[config.mk]
export PLATFORM = sky130hd
export DESIGN_NAME = cctmr_core
export DESIGN_NICKNAME = d
export VERILOG_FILES = /design/src/core/cctmr_pkg.sv /design/src/core/cctmr_core.sv
export SDC_FILE = /design/constraint.sdc
export NUM_CORES = 1
export LEC_CHECK = 0
export BUFFER_PORTS_ARGS = -buffer_cell sky130_fd_sc_hd__buf_4
export CORE_ASPECT_RATIO = 0.6
export CORE_UTILIZATION = 45
export DETAILED_ROUTE_END_ITERATION = 8
export GPL_TIMING_DRIVEN = 0
export PLACE_DENSITY = 0.71
export SYNTH_ARGS = -nofsm -noshare
export SYNTH_HDL_FRONTEND = slang
export SYNTH_SLANG_ARGS = --single-unit
export TNS_END_PERCENT = 50
[constraint.sdc]
create_clock -name ref_clk_in -period 2.75 [get_ports ref_clk_in]
set_clock_uncertainty 0.15 [all_clocks]
set_input_delay 0.4125 -clock ref_clk_in [delete_from_list [all_inputs] [get_ports ref_clk_in]]
set_output_delay 0.4125 -clock ref_clk_in [all_outputs]
set_load 0.03 [all_outputs]
[src/core/cctmr_pkg.sv]
// package: constants for the clock comparator and cpu timer block
package cctmr_pkg;
    // ------------------------------------------------------------
    // widths and field positions
    // ------------------------------------------------------------
    localparam int CCTMR_WORD_W = 64;
    localparam int CCTMR_CMP_HI = 63;   // doubleword bit 0
    localparam int CCTMR_CMP_LO = 12;   // doubleword bit 51
    localparam int CCTMR_SIGN_POS = 63;
    localparam int CCTMR_MCC_TMR_VALID = 46;
    localparam int CCTMR_MCC_CMP_VALID = 47;
    localparam int CCTMR_LOG_TMR_ADDR = 216;
    localparam int CCTMR_LOG_CMP_ADDR = 224;
    // ------------------------------------------------------------
    // reset values and timing
    // ------------------------------------------------------------
    localparam logic [63:0] CCTMR_CMP_RESET = 64'h0000_0000_0000_0000;
    localparam logic [63:0] CCTMR_TMR_RESET = 64'h0000_0000_0000_0000;
    localparam logic [63:0] CCTMR_TMR_STEP = 64'h0000_0000_0000_1000;
    localparam int CCTMR_CLK_MHZ = 200;
    localparam int CCTMR_STEP_US = 1;
    localparam int CCTMR_STEP_CYC = CCTMR_CLK_MHZ * CCTMR_STEP_US;
    typedef enum logic [1:0] {CCTMR_RUN, CCTMR_WAIT, CCTMR_STOP} cctmr_mode_t;
endpackage

[src/core/cctmr_core.sv]
// module: clock comparator, cpu timer, damage and logout values
`timescale 1ns/1ps
// Operation
// - comparator has tod format and clears on initial program reset
// - set-comparator loads the supplied value into the comparator
// - both masks set: request interruption while tod exceeds comparator
// - compare only doubleword bits 0 to 51
// - masked comparator condition pends only while tod stays above
// - store-comparator returns comparator contents unchanged
// - tod keeps stepping while stopped so comparator still fires
// - cpu timer is tod-format binary counter, bit 0 is sign
// - timer period equals the tod period, same resolution
// - timer decrements one unit every microsecond
// - timer and tod stepped from one common microsecond source
// - timer clears on reset; set loads, store returns its value
// - both masks set: request interruption whenever timer is negative
// - timer runs when executing or waiting, holds when stopped
// - setting a positive timer value clears pending timer request
// - comparator or timer facility error raises timing damage condition
// - damage gated by external damage mask and status word bit 13
// - supply timer and comparator values to machine-check logout
// - provide validity bits 46 and 47 for logged values
module cctmr_core
    import cctmr_pkg::*;
#(
    parameter int WORD_W = CCTMR_WORD_W
) (
    // clock, reset, enable
    input wire logic ref_clk_in,
    input wire logic rst_n_in,
    input wire logic clk_en_in,
    // system state
    input wire logic initial_program_reset_in,
    input wire cctmr_mode_t mode_in,
    input wire logic us_step_in,
    // time-of-day clock
    input wire logic [WORD_W-1:0] tod_value_in,
    // set/store operations
    input wire logic set_cmp_in,
    input wire logic set_tmr_in,
    input wire logic [WORD_W-1:0] set_data_in,
    input wire logic store_cmp_in,
    input wire logic store_tmr_in,
    output logic [WORD_W-1:0] store_data_out,
    output logic store_valid_out,
    // masks
    input wire logic ext_summary_mask_in,
    input wire logic cmp_subclass_mask_in,
    input wire logic tmr_subclass_mask_in,
    input wire logic damage_mask_in,
    input wire logic program_status_word_13_in,
    // facility errors
    input wire logic cmp_fault_in,
    input wire logic tmr_fault_in,
    // interruption requests
    output logic cmp_pending_out,
    output logic tmr_pending_out,
    output logic ext_irq_out,
    output logic damage_pending_out,
    output logic damage_irq_out,
    // machine-check logout
    input wire logic mchk_in,
    output logic [WORD_W-1:0] log_tmr_out,
    output logic [WORD_W-1:0] log_cmp_out,
    output logic log_tmr_valid_out,
    output logic log_cmp_valid_out,
    output logic log_strobe_out
);
    logic [WORD_W-1:0] cmp;
    logic [WORD_W-1:0] tmr;
    logic [WORD_W-1:0] next_tmr;
    logic tmr_counts;
    logic damage;

    // ------------------------------------------------------------
    // comparator register
    // ------------------------------------------------------------
    always_ff @(posedge ref_clk_in or negedge rst_n_in) begin
        if (!rst_n_in) begin
            cmp <= CCTMR_CMP_RESET;
        end else if (clk_en_in) begin
            if (initial_program_reset_in) begin
                cmp <= CCTMR_CMP_RESET;
            end else if (set_cmp_in) begin
                cmp <= set_data_in;
            end
        end
    end

    // tod steps outside this block even when stopped; compare on each step
    always_ff @(posedge ref_clk_in or negedge rst_n_in) begin
        if (!rst_n_in) begin
            cmp_pending_out <= 1'b0;
        end else if (clk_en_in) begin
            if (initial_program_reset_in) begin
                cmp_pending_out <= 1'b0;
            end else if (us_step_in || set_cmp_in) begin
                // level condition, drops once tod no longer above
                cmp_pending_out <=
                    tod_value_in[CCTMR_CMP_HI:CCTMR_CMP_LO] >
                    (set_cmp_in ? set_data_in[CCTMR_CMP_HI:CCTMR_CMP_LO]
                                : cmp[CCTMR_CMP_HI:CCTMR_CMP_LO]);
            end
        end
    end

    // ------------------------------------------------------------
    // cpu timer
    // ------------------------------------------------------------
    // runs in run and wait, frozen when stopped
    assign tmr_counts = (mode_in != CCTMR_STOP) && us_step_in;
    // one unit is one microsecond at bit 51; same step as tod
    always_comb begin
        next_tmr = tmr;
        if (initial_program_reset_in) begin
            next_tmr = CCTMR_TMR_RESET;
        end else if (set_tmr_in) begin
            next_tmr = set_data_in;
        end else if (tmr_counts) begin
            next_tmr = tmr - CCTMR_TMR_STEP;
        end
    end

    always_ff @(posedge ref_clk_in or negedge rst_n_in) begin
        if (!rst_n_in) begin
            tmr <= CCTMR_TMR_RESET;
        end else if (clk_en_in) begin
            tmr <= next_tmr;
        end
    end

    // level: follows sign, so a positive set drops it at once
    always_ff @(posedge ref_clk_in or negedge rst_n_in) begin
        if (!rst_n_in) begin
            tmr_pending_out <= 1'b0;
        end else if (clk_en_in) begin
            tmr_pending_out <= next_tmr[CCTMR_SIGN_POS];
        end
    end

    assign ext_irq_out = ext_summary_mask_in &
        ((cmp_subclass_mask_in & cmp_pending_out) |
         (tmr_subclass_mask_in & tmr_pending_out));

    // ------------------------------------------------------------
    // store path
    // ------------------------------------------------------------
    always_ff @(posedge ref_clk_in or negedge rst_n_in) begin
        if (!rst_n_in) begin
            store_data_out <= '0;
            store_valid_out <= 1'b0;
        end else if (clk_en_in) begin
            store_valid_out <= store_cmp_in | store_tmr_in;
            if (store_cmp_in) begin
                store_data_out <= cmp;
            end else if (store_tmr_in) begin
                store_data_out <= tmr;
            end
        end
    end

    // ------------------------------------------------------------
    // timing-facilities damage
    // ------------------------------------------------------------
    // sticky until initial program reset with no error present, since a live error wins; error sources are levels
    assign damage = cmp_fault_in | tmr_fault_in;
    always_ff @(posedge ref_clk_in or negedge rst_n_in) begin
        if (!rst_n_in) begin
            damage_pending_out <= 1'b0;
        end else if (clk_en_in) begin
            if (damage) begin
                damage_pending_out <= 1'b1;
            end else if (initial_program_reset_in) begin
                damage_pending_out <= 1'b0;
            end
        end
    end
    assign damage_irq_out = damage_pending_out & damage_mask_in &
        program_status_word_13_in;

    // ------------------------------------------------------------
    // machine-check logout values
    // ------------------------------------------------------------
    always_ff @(posedge ref_clk_in or negedge rst_n_in) begin
        if (!rst_n_in) begin
            log_tmr_out <= '0;
            log_cmp_out <= '0;
            log_tmr_valid_out <= 1'b0;
            log_cmp_valid_out <= 1'b0;
            log_strobe_out <= 1'b0;
        end else if (clk_en_in) begin
            log_strobe_out <= mchk_in;
            if (mchk_in) begin
                log_tmr_out <= tmr;
                log_cmp_out <= cmp;
                log_tmr_valid_out <= ~tmr_fault_in;
                log_cmp_valid_out <= ~cmp_fault_in;
            end
        end
    end
endmodule

Word-level counts from Yosys, hierarchy flattened
Index checks and enable logic that the tools add are counted.
W data, S select, Z words.
{"block": "op_classes", "eq_ne": 1, "mul": 0, "n_shift": 0, "bitwise": 10, "div_mod_pow": 0, "addsub": 1, "mux": 12, "reduce_logical": 13, "n_lt_le_gt_ge": 1}
{"cell": "$mux W64", "count": 7}
{"cell": "$sub A64 B13 Y64 const B", "count": 1}
{"cell": "$gt A52 B52 Y1", "count": 1}
{"cell": "$mux W52", "count": 1}
{"cell": "$reduce_and A2 Y1", "count": 6}
{"cell": "$reduce_bool A2 Y1", "count": 4}
{"cell": "$and A1 B1 Y1", "count": 5}
{"cell": "$mux W1", "count": 4}
{"cell": "$or A1 B1 Y1", "count": 3}
{"cell": "$reduce_bool A3 Y1", "count": 1}
{"cell": "$ne A2 B2 Y1 const B", "count": 1}
{"cell": "$not A1 Y1", "count": 2}
{"cell": "$logic_and A1 B1 Y1", "count": 1}
{"cell": "$logic_or A1 B1 Y1", "count": 1}
{"block": "word_totals", "register_bits": 326, "mem_count": 0, "out_inout_bits": 201, "mem_bits_ro": 0, "in_bits": 147, "mem_bits_rw": 0, "elab_cells": 50, "latch_bits": 0}

Longest topological paths before layout
{"block": "depth", "word_depth": 5, "mapped_depth": 10}

Worst setup path before layout
Ideal clock, no wire load.
{"block": "synth_timing", "path_kind": "input to register", "from": "input set_cmp_in", "to": "register cmp_pending_out", "path_stages": 10, "path_slack_ns": -0.267, "t_required_ns": 2.471, "arrival_ns": 2.738, "setup_ns": 0.129, "path_cell_list": "clkbuf_1 buf_1 mux2i_1 ha_1 a21o_1 a221o_1 a221oi_1 o211a_1 a21o_1 a21oi_1"}
{"block": "synth_via", "elab_chain_cells": 4, "elab_cells_between_ends": 7}
{"item": "start, declared", "line": "cctmr_core.sv:39", "text": "input wire logic set_cmp_in,"}
{"item": "$mux W52", "line": "cctmr_core.sv:101", "text": "(set_cmp_in ? set_data_in[CCTMR_CMP_HI:CCTMR_CMP_LO]"}
{"item": "$gt A52 B52 Y1", "line": "cctmr_core.sv:100", "text": "tod_value_in[CCTMR_CMP_HI:CCTMR_CMP_LO] >"}
{"item": "$mux W1", "line": "cctmr_core.sv:97", "text": "end else if (us_step_in || set_cmp_in) begin"}
{"item": "$mux W1", "line": "cctmr_core.sv:95", "text": "if (initial_program_reset_in) begin"}
{"item": "end signal, assigned", "line": "cctmr_core.sv:99", "text": "cmp_pending_out <="}
{"item": "end, declared", "line": "cctmr_core.sv:56", "text": "output logic cmp_pending_out,"}
Several ways; a longest one is shown, not always the timed one. The select of a mux whose other input is x is not followed.
A chain may end at the register's enable or synchronous reset.

Worst setup path in the final report
Ends and elaborated chain as after synthesis.

==> impl_metrics.ini <==
[routing]
viasPerCell = 5.88
drtIter0Drc = 1340
dr.pass1.iters = 6
drtAntennaViolNets = 0
drt_wl_total_um = 54800
post_drt_wl_per_cell_um = 23.5
remaining_drc_errors = 0
via_count = 13700

[final_layout]
fin_area_um2 = 20800
drive_gt1_frac = 0.310
area_growth_syn_to_layout_pct = 33.6
nNetsFinal = 2052

[sta]
final_max_slew_viol_count = 0
fin_setup_tns_ps = -11.9
clock.fmax_mhz = 362
period_minus_slack_ps = 2760
finalHoldViolations = 0
slew_headroom = 0.254
tightest_slew_ps = 1120
setup_viol = 1
rsz0062_at_grt = yes
fin_crit_sh = 1.00
whs_ps = 87.7
worst_slack_ps = -11.9

[setup_path]
critPathLaunchType = primary input
path_class = in2reg
cp.required_ps = 3060
arrival_ps = 3070
crit_path_max_fanout = 10
endpoint_kind = register

[grt]
grt_pass1_vias = 13500
grt_start_max_net_pins = 104
overflow = 0
antenna_found_initial = 0
grt_util_all_layers = 0.306
grt_pass1_wl_um = 82500

[pwr]
ir_worst_vdd_v = 0.000499
p_per_area_nw_per_um2 = 681
p_leak_nw = 10.1
total_power_mw = 14.2

[synthesis]
seq_area_frac_synth = 0.523
synth.largest_area_cell = dfrtp_1
synth_commonest_cells = dfrtp_1 (326), o21ai_0 (151), nand2_1 (133), mux2_2 (126), mux2i_1 (115)
yosysTopAreaCellShare = 0.523
synth_warnings = 0
synth_area_leaders = dfrtp_1 (52%), mux2_2 (9.1%), mux2i_1 (7.4%)
postSynthCellCount = 1402
async_flop_share = 1.00
synth_area_per_cell_um2 = 11.1
synth_ff_type = dfrtp_1
synth-seq-cells = 326
yosysMostFrequentCell = dfrtp_1
synth_edf_count = 0
syn-cell-area_um2 = 15600
synth_nets = 1602
synth_cell_type_count = 62

[die]
die-height_um = 146
num_io_pins = 348
core_area_um2 = 33900
initial_utilization = 0.461
die_w_um = 242
rows = 52
die_area_um2 = 35500

[cts]
cts_buffer_depth = 3
cts_tree = done
cts_sinks = 326
path_clk_slew_ps = 70
htree_levels = 1
cts_root_buf = clkbuf_16
insertion_delay_ps = 600
cts_buffers = 31

[placed_design]
gp_congestion = 0.907
io_buffer_count = 334
dp_hpwl_um = 40200
placedInstanceArea_um2 = 18800

[min_path]
hp-class = in2reg

[run_status]
outcome = complete, but fails checks
violations = negative setup slack

[job]
drv_cap = 0
[area by class of cell]
cell class | instances | area, um2
Fill cell | 2725 | 13000
Sequential cell | 326 | 8170
Antenna cell | 1 | 2.50
Clock buffer | 44 | 905
Clock inverter | 13 | 199
Timing Repair Buffer | 421 | 3400
Inverter | 13 | 48.8
Buffer | 90 | 369
Multi-Input combinational cell | 969 | 7180
Tap cell | 459 | 574
[state kept, by name, indices dropped and copies added (netlist names), 63 cells and up]
name and count:
tmr 63, log_cmp_out 64, store_data_out 64, cmp 64, log_tmr_out 64
[where the power goes]
part | leakage [nW] | switching, mW | total [mW] | internal [mW]
sequential | 4.34 | 0.478 | 5.81 | 5.34
clock | 0.540 | 1.96 | 4.71 | 2.75
combinational | 5.24 | 2.21 | 3.67 | 1.46
total | 10.1 | 4.65 | 14.2 | 9.55
[per-layer routing]
metal  GRT usage  wire length [um]
met2       0.458             24000
met1       0.448             24300
met5     0.00401                 0
met4      0.0813              1370
met3      0.0658              5160
[cell families after synthesis]
kind of cell               Yosys count  share of synthesized area
adders and majority gates           53                     0.0425
xor gates and xnor gates             6                    0.00337
muxes                              241                      0.165
buffers and inverters              107                     0.0265
DFF                                326                      0.523
and+or+nand+nor                    320                      0.101
AOI/OAI and AO/OA                  349                      0.140
[cells in the final DEF, fill, tap and decap left out, drive strengths merged, types with 9 or more instances in the layout]
master / n
nand2: 133
or4: 9
ha: 53
or3: 14
nand2b: 16
a22oi: 13
a22o: 67
nand3: 23
mux2: 126
a21oi: 56
nor3: 27
inv: 14
nor4: 21
mux2i: 115
clkbuf: 118
o21ai: 163
dlygate4sd3: 67
nor2: 44
nand4: 15
dfrtp: 326
buf: 370
[final timing paths]
path                                               start  slack [ps]  depth (start not counted)                             end
max in group asynchronous                       rst_n_in         580                          5  store_data_out[56]$_DFFE_PN0P_
setup reg to reg                     tmr[17]$_DFFE_PN0P_          20                          6             tmr[44]$_DFFE_PN0P_
hold reg to reg            log_tmr_valid_out$_DFFE_PN0P_         330                          2   log_tmr_valid_out$_DFFE_PN0P_
hold / removal                                 clk_en_in          90                          3             tmr[12]$_DFFE_PN0P_
min in group asynchronous                       rst_n_in         220                          2     log_cmp_out[29]$_DFFE_PN0P_
setup / recovery                              set_cmp_in         -10                         11     cmp_pending_out$_DFFE_PN0P_
[critical path, stage by stage]
cell,delay (ps)
buf_4,80
clkbuf_2,280
buf_4,340
mux2i_1,230
ha_1,260
a21o_1,190
a221o_1,360
a221oi_4,410
o211a_1,280
a21o_1,140
a21oi_1,70
[through the flow]
step,cells,utilization,setup slack (ps)
after floorplan,1402,-,0.473
after global placement,2195,0.552,-1920
after detailed placement,2198,0.554,-1170
after CTS,2331,0.612,-5.00
after global routing,2335,0.615,-43.7
final,2336,0.615,-11.9
[what timing repair did]
action | CTS | global route
pin swaps | 5 | 3
hold buffers | 67 | 0
endpoints found under the setup margin | 51 | 40
buffers inserted | 11 | 5
resized for setup | 28 | 22
cloned | 0 | 1
endpoints found under the hold margin | 167 | 0
Note: power is estimated with default switching activity, not from simulation.
